**src/csft_pkg.sv**
```systemverilog
package csft_pkg;
  // flag byte layout
  localparam int FLAG_C  = 7;
  localparam int FLAG_Z  = 6;
  localparam int FLAG_S  = 5;
  localparam int FLAG_V  = 4;
  localparam int FLAG_D  = 3;
  localparam int FLAG_H  = 2;
  localparam int FLAG_U2 = 1;
  localparam int FLAG_U1 = 0;
  localparam logic [7:0] COND_MASK = 8'hFC;
  localparam logic [7:0] USER_MASK = 8'h03;
  localparam logic [7:0] COND_RST  = 8'h00;

  // register byte offsets on the bus
  localparam logic [7:0] ADDR_FLAGS = 8'h00;
  localparam logic [7:0] ADDR_STACK = 8'h04;
  localparam logic [7:0] ADDR_STATE = 8'h08;

  // stack handling
  localparam logic [15:0] SP_RST    = 16'h0000;
  localparam logic [15:0] SP_STEP_PC = 16'h0002;
  localparam logic [15:0] SP_STEP_FL = 16'h0001;

  typedef enum logic [4:0] {
    OP_NOP   = 5'h00, OP_ADD   = 5'h01, OP_ADC   = 5'h02, OP_SUB  = 5'h03,
    OP_SBC   = 5'h04, OP_AND   = 5'h05, OP_OR    = 5'h06, OP_XOR  = 5'h07,
    OP_TM    = 5'h08, OP_TCM   = 5'h09, OP_COM   = 5'h0A, OP_RL   = 5'h0B,
    OP_RLC   = 5'h0C, OP_RR    = 5'h0D, OP_RRC   = 5'h0E, OP_SRA  = 5'h0F,
    OP_SRL   = 5'h10, OP_SWAP  = 5'h11, OP_RCF   = 5'h12, OP_SCF  = 5'h13,
    OP_CCF   = 5'h14, OP_SETU1 = 5'h15, OP_CLRU1 = 5'h16, OP_SETU2 = 5'h17,
    OP_CLRU2 = 5'h18
  } csft_op_t;

  typedef enum logic [2:0] {
    ST_IDLE = 3'b000,
    ST_TPC  = 3'b001,
    ST_TFL  = 3'b010,
    ST_TVEC = 3'b011,
    ST_RFL  = 3'b100,
    ST_RPC  = 3'b101
  } csft_state_t;

  typedef enum logic [3:0] {
    CC_F   = 4'h0, CC_LT  = 4'h1, CC_LE  = 4'h2, CC_ULE = 4'h3,
    CC_OV  = 4'h4, CC_MI  = 4'h5, CC_Z   = 4'h6, CC_C   = 4'h7,
    CC_T   = 4'h8, CC_GE  = 4'h9, CC_GT  = 4'hA, CC_UGT = 4'hB,
    CC_NOV = 4'hC, CC_PL  = 4'hD, CC_NZ  = 4'hE, CC_NC  = 4'hF
  } csft_cc_t;
endpackage

```
**src/csft_alu.sv**
```systemverilog
`timescale 1ns/1ps
module csft_alu
(
  input  csft_pkg::csft_op_t op,
  input  logic [7:0]         dst,
  input  logic [7:0]         src,
  input  logic [7:0]         flags_in,
  output logic [7:0]         res,
  output logic               wr,
  output logic [7:0]         flags_out
);
  import csft_pkg::*;

  logic [8:0] sum;
  logic [4:0] nib;
  logic       cin;
  logic       zs;

  // flag datapath; flags not touched by an op keep flags_in
  always_comb
  begin
    cin       = flags_in[FLAG_C];
    sum       = 9'h000;
    nib       = 5'h00;
    res       = dst;
    wr        = 1'b0;
    zs        = 1'b1;
    flags_out = flags_in;
    case (op)
      OP_ADD, OP_ADC:
      begin
        sum = {1'b0, dst} + {1'b0, src} + {8'h00, (op == OP_ADC) && cin};
        nib = {1'b0, dst[3:0]} + {1'b0, src[3:0]} + {4'h0, (op == OP_ADC) && cin};
        res = sum[7:0];
        wr  = 1'b1;
        flags_out[FLAG_C] = sum[8];
        flags_out[FLAG_V] = (dst[7] == src[7]) && (sum[7] != dst[7]);
        flags_out[FLAG_D] = 1'b0;
        flags_out[FLAG_H] = nib[4];
      end
      OP_SUB, OP_SBC:
      begin
        sum = {1'b0, dst} - {1'b0, src} - {8'h00, (op == OP_SBC) && cin};
        nib = {1'b0, dst[3:0]} - {1'b0, src[3:0]} - {4'h0, (op == OP_SBC) && cin};
        res = sum[7:0];
        wr  = 1'b1;
        flags_out[FLAG_C] = sum[8]; // borrow
        flags_out[FLAG_V] = (dst[7] != src[7]) && (sum[7] != dst[7]);
        flags_out[FLAG_D] = 1'b1;
        flags_out[FLAG_H] = nib[4];
      end
      OP_AND, OP_OR, OP_XOR, OP_COM:
      begin
        if (op == OP_AND)
          res = dst & src;
        else if (op == OP_OR)
          res = dst | src;
        else if (op == OP_XOR)
          res = dst ^ src;
        else
          res = ~dst;
        wr = 1'b1;
        flags_out[FLAG_V] = 1'b0;
      end
      OP_TM, OP_TCM:
      begin
        // destination is only tested, never written
        res = (op == OP_TM) ? (dst & src) : (~dst & src);
        flags_out[FLAG_V] = 1'b0;
      end
      OP_RL, OP_RLC, OP_RR, OP_RRC, OP_SRA, OP_SRL:
      begin
        if (op == OP_RL)
          res = {dst[6:0], dst[7]};
        else if (op == OP_RLC)
          res = {dst[6:0], cin};
        else if (op == OP_RR)
          res = {dst[0], dst[7:1]};
        else if (op == OP_RRC)
          res = {cin, dst[7:1]};
        else if (op == OP_SRA)
          res = {dst[7], dst[7:1]};
        else
          res = {1'b0, dst[7:1]};
        wr = 1'b1;
        flags_out[FLAG_C] = (op == OP_RL || op == OP_RLC) ? dst[7] : dst[0];
        flags_out[FLAG_V] = (op == OP_SRA) ? 1'b0 : (res[7] ^ dst[7]);
      end
      OP_SWAP:
      begin
        // carry and overflow are undefined here, so they simply hold
        res = {dst[3:0], dst[7:4]};
        wr  = 1'b1;
      end
      OP_RCF, OP_SCF, OP_CCF:
      begin
        zs = 1'b0;
        flags_out[FLAG_C] = (op == OP_SCF) ? 1'b1 : ((op == OP_CCF) ? ~cin : 1'b0);
      end
      OP_SETU1, OP_CLRU1, OP_SETU2, OP_CLRU2:
      begin
        // the only ops that may touch the user bits
        zs = 1'b0;
        if (op == OP_SETU1 || op == OP_CLRU1)
          flags_out[FLAG_U1] = (op == OP_SETU1);
        else
          flags_out[FLAG_U2] = (op == OP_SETU2);
      end
      default:
        zs = 1'b0;
    endcase
    if (zs)
    begin
      flags_out[FLAG_Z] = (res == 8'h00);
      flags_out[FLAG_S] = res[7];
    end
  end
endmodule

```
**src/csft_top.sv**
```systemverilog
// The implementer's own choices: the address map and register access over AHB-Lite.
`timescale 1ns/1ps
module csft_top
(
  input  logic                clk,
  input  logic                rstn,
  input  logic                ce,
  // ahb-lite slave
  input  logic                hsel,
  input  logic [31:0]         haddr,
  input  logic [1:0]          htrans,
  input  logic                hwrite,
  input  logic [2:0]          hsize,
  input  logic [31:0]         hwdata,
  input  logic                hready,
  output logic                hreadyout,
  output logic                hresp,
  output logic [31:0]         hrdata,
  // operation port
  input  logic                op_valid,
  input  csft_pkg::csft_op_t  op,
  input  logic [7:0]          op_dst,
  input  logic [7:0]          op_src,
  output logic [7:0]          dst_data,
  output logic                dst_we,
  // branch decode
  input  csft_pkg::csft_cc_t  cond_code,
  output logic                cond_true,
  output logic [7:0]          status_flags,
  // vector entry and return
  input  logic                entry_req,
  input  logic [15:0]         entry_pc,
  input  logic [15:0]         entry_vec_addr,
  input  logic                return_req,
  output logic                busy,
  output logic [15:0]         program_counter,
  output logic                pc_load,
  output logic [15:0]         stack_ptr,
  // stack memory port
  output logic                mem_req,
  output logic                mem_we,
  output logic                mem_word,
  output logic [15:0]         mem_addr,
  output logic [15:0]         mem_wdata,
  input  logic                mem_ack,
  input  logic [15:0]         mem_rdata
);
  import csft_pkg::*;

  logic [7:0]  cond_r;
  logic [7:0]  user_r;
  logic [7:0]  status;
  logic [7:0]  flags_nxt;
  logic [7:0]  alu_res;
  logic        alu_wr;
  logic [7:0]  alu_flags;
  csft_state_t st_r;
  logic [15:0] sp_r;
  logic [15:0] vec_r;
  logic        ap_take;
  logic        wr_pend_r;
  logic [7:0]  wr_addr_r;
  logic        rd_pend_r;
  logic [7:0]  rd_addr_r;
  logic        wr_flags;
  logic        wr_stack;
  logic        restore;
  logic        hreadyout_r;
  logic        hresp_r;
  logic [31:0] hrdata_r;
  logic        dst_we_r;
  logic [7:0]  dst_data_r;
  logic        cond_true_r;
  logic        pc_load_r;
  logic [15:0] pc_r;
  logic        mem_req_r;
  logic        mem_we_r;
  logic        mem_word_r;
  logic [15:0] mem_addr_r;
  logic [15:0] mem_wdata_r;

  // condition evaluator; user bits are not reachable from any code
  function automatic logic cond_eval(input csft_cc_t cc, input logic [7:0] f);
    logic c;
    logic z;
    logic s;
    logic v;
    c = f[FLAG_C];
    z = f[FLAG_Z];
    s = f[FLAG_S];
    v = f[FLAG_V];
    case (cc)
      CC_F:    cond_eval = 1'b0;
      CC_LT:   cond_eval = s ^ v;
      CC_LE:   cond_eval = z | (s ^ v);
      CC_ULE:  cond_eval = c | z;
      CC_OV:   cond_eval = v;
      CC_MI:   cond_eval = s;
      CC_Z:    cond_eval = z;
      CC_C:    cond_eval = c;
      CC_T:    cond_eval = 1'b1;
      CC_GE:   cond_eval = ~(s ^ v);
      CC_GT:   cond_eval = ~(z | (s ^ v));
      CC_UGT:  cond_eval = ~(c | z);
      CC_NOV:  cond_eval = ~v;
      CC_PL:   cond_eval = ~s;
      CC_NZ:   cond_eval = ~z;
      default: cond_eval = ~c;
    endcase
  endfunction

  csft_alu u_alu
  (
    .op        (op),
    .dst       (op_dst),
    .src       (op_src),
    .flags_in  (status),
    .res       (alu_res),
    .wr        (alu_wr),
    .flags_out (alu_flags)
  );

  assign status = {cond_r[7:2], user_r[1:0]};

  // bus decode: one wait state on reads, none on writes
  assign ap_take  = hsel && htrans[1] && hready;
  assign wr_flags = wr_pend_r && (wr_addr_r == ADDR_FLAGS);
  assign wr_stack = wr_pend_r && (wr_addr_r == ADDR_STACK);
  assign restore  = (st_r == ST_RFL) && mem_ack;

  // next flag byte: stack restore beats a bus write, which beats an op
  always_comb
  begin
    if (restore)
      flags_nxt = mem_rdata[7:0];
    else if (wr_flags)
      flags_nxt = hwdata[7:0];
    else if (op_valid)
      flags_nxt = alu_flags;
    else
      flags_nxt = status;
  end

  // condition bits, cleared by reset
  always_ff @(posedge clk or negedge rstn)
  begin
    if (!rstn)
      cond_r <= COND_RST;
    else if (ce)
      cond_r <= flags_nxt & COND_MASK;
  end

  // user bits carry no reset so they survive it untouched
  always_ff @(posedge clk)
  begin
    if (ce)
      user_r <= flags_nxt & USER_MASK;
  end

  // bus request capture
  always_ff @(posedge clk or negedge rstn)
  begin
    if (!rstn)
    begin
      wr_pend_r <= 1'b0;
      wr_addr_r <= 8'h00;
      rd_pend_r <= 1'b0;
      rd_addr_r <= 8'h00;
    end
    else if (ce)
    begin
      wr_pend_r <= ap_take && hwrite;
      rd_pend_r <= ap_take && !hwrite;
      if (ap_take)
      begin
        wr_addr_r <= haddr[7:0];
        rd_addr_r <= haddr[7:0];
      end
    end
  end

  // read data is taken a cycle late so a preceding write is already visible
  always_ff @(posedge clk or negedge rstn)
  begin
    if (!rstn)
    begin
      hreadyout_r <= 1'b1;
      hresp_r     <= 1'b0;
      hrdata_r    <= 32'h00000000;
    end
    else if (ce)
    begin
      hresp_r     <= 1'b0;
      hreadyout_r <= !(ap_take && !hwrite);
      if (rd_pend_r)
      begin
        if (rd_addr_r == ADDR_FLAGS)
          hrdata_r <= {24'h000000, status};
        else if (rd_addr_r == ADDR_STACK)
          hrdata_r <= {16'h0000, sp_r};
        else if (rd_addr_r == ADDR_STATE)
          hrdata_r <= {28'h0000000, st_r != ST_IDLE, st_r};
        else
          hrdata_r <= 32'h00000000;
      end
    end
  end

  // destination writeback; mask tests never write
  always_ff @(posedge clk or negedge rstn)
  begin
    if (!rstn)
    begin
      dst_we_r   <= 1'b0;
      dst_data_r <= 8'h00;
    end
    else if (ce)
    begin
      dst_we_r <= op_valid && alu_wr;
      if (op_valid && alu_wr)
        dst_data_r <= alu_res;
    end
  end

  // branch decision from the flags as they stand
  always_ff @(posedge clk or negedge rstn)
  begin
    if (!rstn)
      cond_true_r <= 1'b0;
    else if (ce)
      cond_true_r <= cond_eval(cond_code, status);
  end

  // entry and return sequencer; the flag byte is sampled as the pc push is acked,
  // so an op in that same cycle is pushed without its effect
  always_ff @(posedge clk or negedge rstn)
  begin
    if (!rstn)
    begin
      st_r        <= ST_IDLE;
      sp_r        <= SP_RST;
      vec_r       <= 16'h0000;
      pc_r        <= 16'h0000;
      pc_load_r   <= 1'b0;
      mem_req_r   <= 1'b0;
      mem_we_r    <= 1'b0;
      mem_word_r  <= 1'b0;
      mem_addr_r  <= 16'h0000;
      mem_wdata_r <= 16'h0000;
    end
    else if (ce)
    begin
      pc_load_r <= 1'b0;
      case (st_r)
        ST_IDLE:
        begin
          if (entry_req)
          begin
            sp_r        <= sp_r - SP_STEP_PC;
            vec_r       <= entry_vec_addr;
            mem_req_r   <= 1'b1;
            mem_we_r    <= 1'b1;
            mem_word_r  <= 1'b1;
            mem_addr_r  <= sp_r - SP_STEP_PC;
            mem_wdata_r <= entry_pc;
            st_r        <= ST_TPC;
          end
          else if (return_req)
          begin
            mem_req_r  <= 1'b1;
            mem_we_r   <= 1'b0;
            mem_word_r <= 1'b0;
            mem_addr_r <= sp_r;
            st_r       <= ST_RFL;
          end
          else if (wr_stack)
            sp_r <= hwdata[15:0];
        end
        ST_TPC:
        begin
          if (mem_ack)
          begin
            sp_r        <= sp_r - SP_STEP_FL;
            mem_word_r  <= 1'b0;
            mem_addr_r  <= sp_r - SP_STEP_FL;
            mem_wdata_r <= {8'h00, status};
            st_r        <= ST_TFL;
          end
        end
        ST_TFL:
        begin
          if (mem_ack)
          begin
            mem_we_r   <= 1'b0;
            mem_word_r <= 1'b1;
            mem_addr_r <= vec_r;
            st_r       <= ST_TVEC;
          end
        end
        ST_TVEC:
        begin
          if (mem_ack)
          begin
            mem_req_r <= 1'b0;
            pc_r      <= mem_rdata;
            pc_load_r <= 1'b1;
            st_r      <= ST_IDLE;
          end
        end
        ST_RFL:
        begin
          if (mem_ack)
          begin
            sp_r       <= sp_r + SP_STEP_FL;
            mem_word_r <= 1'b1;
            mem_addr_r <= sp_r + SP_STEP_FL;
            st_r       <= ST_RPC;
          end
        end
        ST_RPC:
        begin
          if (mem_ack)
          begin
            sp_r      <= sp_r + SP_STEP_PC;
            mem_req_r <= 1'b0;
            pc_r      <= mem_rdata;
            pc_load_r <= 1'b1;
            st_r      <= ST_IDLE;
          end
        end
        default:
        begin
          mem_req_r <= 1'b0;
          st_r      <= ST_IDLE;
        end
      endcase
    end
  end

  // outputs straight from flops, except busy, which is decoded from st_r
  assign hreadyout       = hreadyout_r;
  assign hresp           = hresp_r;
  assign hrdata          = hrdata_r;
  assign dst_data        = dst_data_r;
  assign dst_we          = dst_we_r;
  assign cond_true       = cond_true_r;
  assign status_flags    = status;
  assign busy            = (st_r != ST_IDLE);
  assign program_counter = pc_r;
  assign pc_load         = pc_load_r;
  assign stack_ptr       = sp_r;
  assign mem_req         = mem_req_r;
  assign mem_we          = mem_we_r;
  assign mem_word        = mem_word_r;
  assign mem_addr        = mem_addr_r;
  assign mem_wdata       = mem_wdata_r;
endmodule

```
**config.mk**
```make
export PLATFORM = sky130hd
export DESIGN_NAME = csft_top
export DESIGN_NICKNAME = d
export VERILOG_FILES = /design/src/csft_pkg.sv /design/src/csft_alu.sv /design/src/csft_top.sv
export SDC_FILE = /design/constraint.sdc
export NUM_CORES = 1
export LEC_CHECK = 0
export ABC_AREA = 1
export BUFFER_PORTS_ARGS = -buffer_cell sky130_fd_sc_hd__buf_4
export CAP_MARGIN = 20
export CORE_ASPECT_RATIO = 0.7
export CORE_MARGIN = 5
export CORE_UTILIZATION = 45
export CTS_CLUSTER_SIZE = 24
export DETAILED_ROUTE_END_ITERATION = 8
export PLACE_DENSITY_LB_ADDON = 0.08
export SYNTH_ARGS = -nofsm -noshare
export SYNTH_HDL_FRONTEND = slang
export SYNTH_SLANG_ARGS = --single-unit
```
**constraint.sdc**
```tcl
create_clock -name clk -period 7 [get_ports clk]
set_input_delay 1.05 -clock clk [delete_from_list [all_inputs] [get_ports clk]]
set_output_delay 1.05 -clock clk [all_outputs]
set_load 0.005 [all_outputs]
```
-- After elaboration in Yosys (flattened, before gate mapping)
Cells that the tools add are included.
- output and inout bits: 121
- input port bits: 152
- bits in registers: 148
- word-level logic and storage cells: 240
- equal/unequal tests: 60
- $add $sub $neg: 12
- reductions and logical operators: 64
- mux-type cells: 63
- bitwise logic cells: 17
- operator list (kind ; count):
    16-bit two-way mux ; 13
    16-bit one-hot mux with 4 select lines ; 2
    8-bit two-way mux ; 13
    8-bit one-hot mux with 6 select lines ; 1
    5-bit equality test (second input constant) ; 9
    5-bit by 4-bit equality test with 1-bit output (second input constant) ; 8
    16-bit one-hot mux with 2 select lines ; 1
    4-bit equality test (second input constant) ; 7
    5-bit by 3-bit equality test with 1-bit output (second input constant) ; 4
    4-bit AND reduction ; 5
    3-bit two-way mux ; 6
    3-bit AND reduction ; 6
    3-bit nonzero test ; 6
    17-bit OR reduction ; 1
    16-bit by 1-bit adder with 16-bit output (second input constant) ; 1
    16-bit by 2-bit adder with 16-bit output (second input constant) ; 1
    8-bit bitwise AND ; 2
    4-bit by 3-bit equality test with 1-bit output (second input constant) ; 4
    8-bit logical NOT ; 2
    1-bit two-way mux ; 16
    16-bit by 1-bit subtractor with 16-bit output (second input constant) ; 1
    16-bit by 2-bit subtractor with 16-bit output (second input constant) ; 1
    1-bit one-hot mux with 15 select lines ; 1
    3-bit one-hot mux with 5 select lines ; 1
    51 further kinds ; 104

-- Depth between registers and ports, before layout
- depth after elaboration: 13
- depth in mapped cells: 24
- gate-level depth less buffers: 23

-- Modules after synthesis
From an unflattened synthesis, not the netlist that was laid out.
- cell total of the unflattened synthesis: 1570
- area, all modules: 10580.1 um^2
- modules (own cells, without submodules) (module ; instances ; seq. area each (um^2) ; area each (um^2) ; cells each):
    csft_top ; 1 ; 3314.4 ; 7935.1 ; 1075
    csft_alu ; 1 ; 0.0 ; 2645.0 ; 495

-- Worst setup path before layout
Ideal clock, no wire load.
- path kind: in2reg
- start point: input port op[1]
- end point: register cond_r[6]
- library setup time: 65 ps
- data required time: 6935 ps
- buffers on the path: 1
- data arrival time: 3490 ps
- setup slack: 3445 ps
- stages: 23
- cells stage by stage: buf_6 > nor2_8 > nand2_2 > nor2_4 > nand2_1 > fa_1 > inv_1 > ha_1 > nor2_1 > o21ai_0 > nand2_1 > nand3_1 > nand3_1 > nand2_1 > inv_1 > nand2_1 > nor2_1 > nand2_1 > nor2_1 > nand3_1 > nand2_1 > nand2_1 > nand2_1
- longest elaborated chain between the ends: 13
- elaborated cells on any way between the ends: 46
- classes of those cells: add/sub (2); eq/ne (17); mux (16); reduce/logical (11)
- ends and longest elaborated chain (what ; line ; source):
    start, declared ; csft_top.sv:21 ; input csft_pkg::csft_op_t op,
    parallel branches: the longest is 13 deep, another holds 9-bit by 1-bit subtractor with 9-bit output ; -- ;
    end signal, assigned ; csft_top.sv:150 ; cond_r <= flags_nxt & COND_MASK;
    end, declared ; csft_top.sv:50 ; logic [7:0] cond_r;
Several ways; the timed one is not identified. The select of a mux whose other input is x is not followed.
A chain may end at the register's enable or synchronous reset.

-- Worst setup path in the final report
Same ends and word-level chain as after synthesis.

==> results by group <==
Floorplan
  – Die area: 26600 µm²
  – Initial core utilization: 0.460
  – Die H: 138 µm
  – Core footprint: 22800 µm²
  – Ports: 273
  – FP Rows: 46
  – Die W: 193 µm

STA
  – Worst Skew: 10.9 ps
  – Worst Tran Pin Value: 1030 ps
  – Fin Hold WS: 486 ps
  – Highest Clock Rate: 0.254 GHz
  – Slew Limit Fails: 0
  – Tcrit/Tclk final: 0.564
  – Final Hold Viols: 0
  – Slew HR: 0.304
  – RSZ-0062 raised after global routing: false
  – Final setup viols: 0
  – Min Tclk post-route: 3940 ps
  – Setup TNS: 0 ps

Synthesis
  – Largest family of logic cells by synthesized area: simple AND/OR/NAND/NOR gates
  – Unique cell type count in the Yosys netlist: 66
  – Synth Area in XOR/XNOR: 0.00333
  – Ys flop type: dfrtp_1
  – Post-synth EDFFs: 2
  – Post-synthesis adder-cell area fraction: 0.0576
  – Ys async rst share: 0.985
  – Top cell type's share of synthesized area: 0.307
  – Simple-gate area share of the yosys netlist: 0.300
  – Post-synthesis cell area: 10500 µm²
  – Post-Syn Area per Cell: 7.09 µm²
  – Register area share after synthesis: 0.315
  – Synth warn: 0
  – Area contributors post-synth: dfrtp_1 31%, nand2_1 12%, inv_1 6.2%
  – Synth Area in Compound Gates: 0.174
  – Synth Instances: 1484
  – Cell taking the most area after synthesis: dfrtp_1
  – #FFs+latches synth: 132
  – Multiplexer share of the synthesized area: 0.0363

Setup path
  – Startpoint Class: input port
  – Critical Setup Path Class: in2reg
  – Crit path DAT: 4320 ps
  – Worst Setup End Kind: flip-flop
  – Required @ worst endpoint: 7370 ps
  – Critical Path Fanout Max: 9

Drt
  – DRC viols: 0
  – Vias: 11100
  – Drt total wl: 40500 µm
  – DR WL/cell: 20.3 µm
  – Drt pass-1 iters: 6
  – First DRT Iteration DRCs: 1324
  – Antenna Nets Post-Route: 0
  – Vias per inst: 5.58

Clock tree
  – Maximum buffer depth of the clock tree: 2
  – # hold bufs at CTS: 0
  – Setup Fix Bufs, Post-CTS: 0
  – Root Driver: clkbuf_16
  – Num CTS Buffers: 17
  – H-tree depth: 4
  – TritonCTS clock tree: done
  – Post_cts resized: 0
  – CTS Sinks: 132
  – Clock latency on the worst-skew pair: 440 ps
  – Clk slew on worst S/H paths: 60 ps

Placed design
  – Gpl congestion: 0.987
  – Final HPWL DP: 31900 µm
  – DP Area: 12200 µm²
  – Input/output buffers: 211

Power
  – Lkg Pwr: 6.39 nW
  – Peak supply drop: 205 µV
  – PwrDens: 348 nW/µm²

Global routing
  – Initial antenna violation count: 0
  – Total track usage: 0.303
  – First-pass GRT wire length: 60800 µm
  – Gr ovfl total: 0
  – Largest net degree at the start of global routing: 69
  – Vias in the first global route: 10100

Run
  – MaxCap Viol Count: 0

Final layout
  – Ratio of cells with drive above 1 in the final layout: 0.220
  – Diodes inserted: 0
  – Nets@finish: 1867
  – Area growth syn-to-layout: 21.5%
  – Final core occ: 0.559
  – Final Instance Area: 12800 µm²

Min path
  – Worst hold path class: reg2reg

Status
  – Status: finished clean
## final cells by class
| type | count | area [µm²] |
|---|---|---|
| repair buffers | 217 | 1640 |
| fillers | 2243 | 10100 |
| clock inverters | 15 | 173 |
| clock buffers | 17 | 425 |
| multi-input cells | 1102 | 6080 |
| inverters | 199 | 758 |
| well taps | 312 | 390 |
| flip-flops and latches | 132 | 3310 |
## path summary, 6_finish.rpt
kind	startpoint	to	slack, ps	cells past startpoint
setup / recovery	op[1]	cond_r[6]	3060	23
hold / removal	dst_data[4]	dst_data[4]	490	2
setup reg to reg	st_r[2]	mem_addr[7]	3570	13
hold reg to reg	dst_data[4]	dst_data[4]	490	2
max in group asynchronous	rstn	rd_addr_r[4]	5090	2
min in group asynchronous	rstn	stack_ptr[13]	630	1
## state kept, by name, summed over array words and instances (netlist names)
signal and cells:
wr_pend_r 1, hrdata 16, vec_r 16, st_r 3
program_counter 16, mem_wdata 16, cond_true 1, rd_pend_r 1
mem_req 1, stack_ptr 16, pc_load 1, mem_addr 16
dst_data 8, dst_we 1, mem_word 1, rd_addr_r 8
hreadyout 1, cond_r 6, user_r 2, mem_we 1
## through the flow
| step | setup WS, ps | power, mW | std cells |
|---|---|---|---|
| after detailed placement | 2700 | 3.45 | 1961 |
| after global placement | 2730 | 3.43 | 1961 |
| after CTS | 3140 | 4.39 | 1993 |
| after global routing | 2760 | 4.76 | 1994 |
| after floorplan | 3450 | 2.52 | 1500 |
| final | 3060 | 4.44 | 1994 |
## placed cells by master, fill, tap and decap left out, types with 12 or more instances in the layout
cell	Yosys	routed
nand3_1	110	110
clkbuf_16	0	17
ha_1	42	42
mux2_2	33	33
inv_1	174	174
nand2_1	332	332
a31oi_1	17	17
inv_2	17	17
dfrtp_1	129	129
buf_4	19	215
conb_1	1	17
o21ai_1	21	21
a21oi_1	82	81
nor2_1	152	152
nor3_1	13	12
nand4_1	16	16
o21ai_0	126	126
## power by group
part | switching, mW | internal (mW)
combinational | 1.33 | 0.820
clock | 0.388 | 0.534
sequential | 0.315 | 1.06
## routing by layer
layer  vias to the layer above  GRT usage  share of wire
li1                       5266          -              -
met1                      5157      0.481           0.48
met2                       667      0.365           0.35
met3                        40      0.137           0.16
met4                         0     0.0550          0.012
met5                         -          0              0
## cells in the mapped netlist (3+ instances only)
cell and number:
o21ai_0 126, buf_2 15, nand3_1 110, nor4_1 4
nor2_2 11, nand2_2 10, dfrtp_1 129, a21oi_1 82
ha_1 42, nor3_1 13, nor2_1 152, fa_1 4
clkbuf_1 19, a211oi_1 6, inv_2 17, buf_4 19
nor2_4 9, nand2_4 5, clkinv_1 4, xor2_1 3
o22ai_1 11, buf_6 12, a41oi_1 5, o221ai_1 3
nand3_2 5, a221oi_1 6, inv_1 174, mux2_2 33
or2_2 4, o21ai_2 3, o211ai_1 8, o21ai_1 21
o31ai_1 6, nor2_8 6, nand2_1 332, a31oi_1 17
nand4_1 16, o2111ai_1 6
## critical path, cell delays in order
cell and delay (ps):
buf_4 170, nor2_8 190, nand2_2 130, nor2_4 210, nand2_1 130, fa_1 520
inv_1 50, ha_1 170, nor2_1 220, o21ai_0 200, nand2_1 130, nand3_1 110
nand3_1 110, nand2_1 60, inv_1 50, nand2_1 80, nor2_1 280, nand2_1 90
nor2_1 100, nand3_1 80, nand2_1 70, nand2_1 50, nand2_1 50
## cell families (layout without fill, tap and decap cells)
logic type	Yosys count	count (layout)
flops	132	132
simple gates	687	687
mux	34	34
xor+xnor	4	4
other cells	1	17
compound gates	314	314
buf+inv	266	448
fa+ha+maj	46	46
No activity file was read; power rests on OpenSTA's default activity.
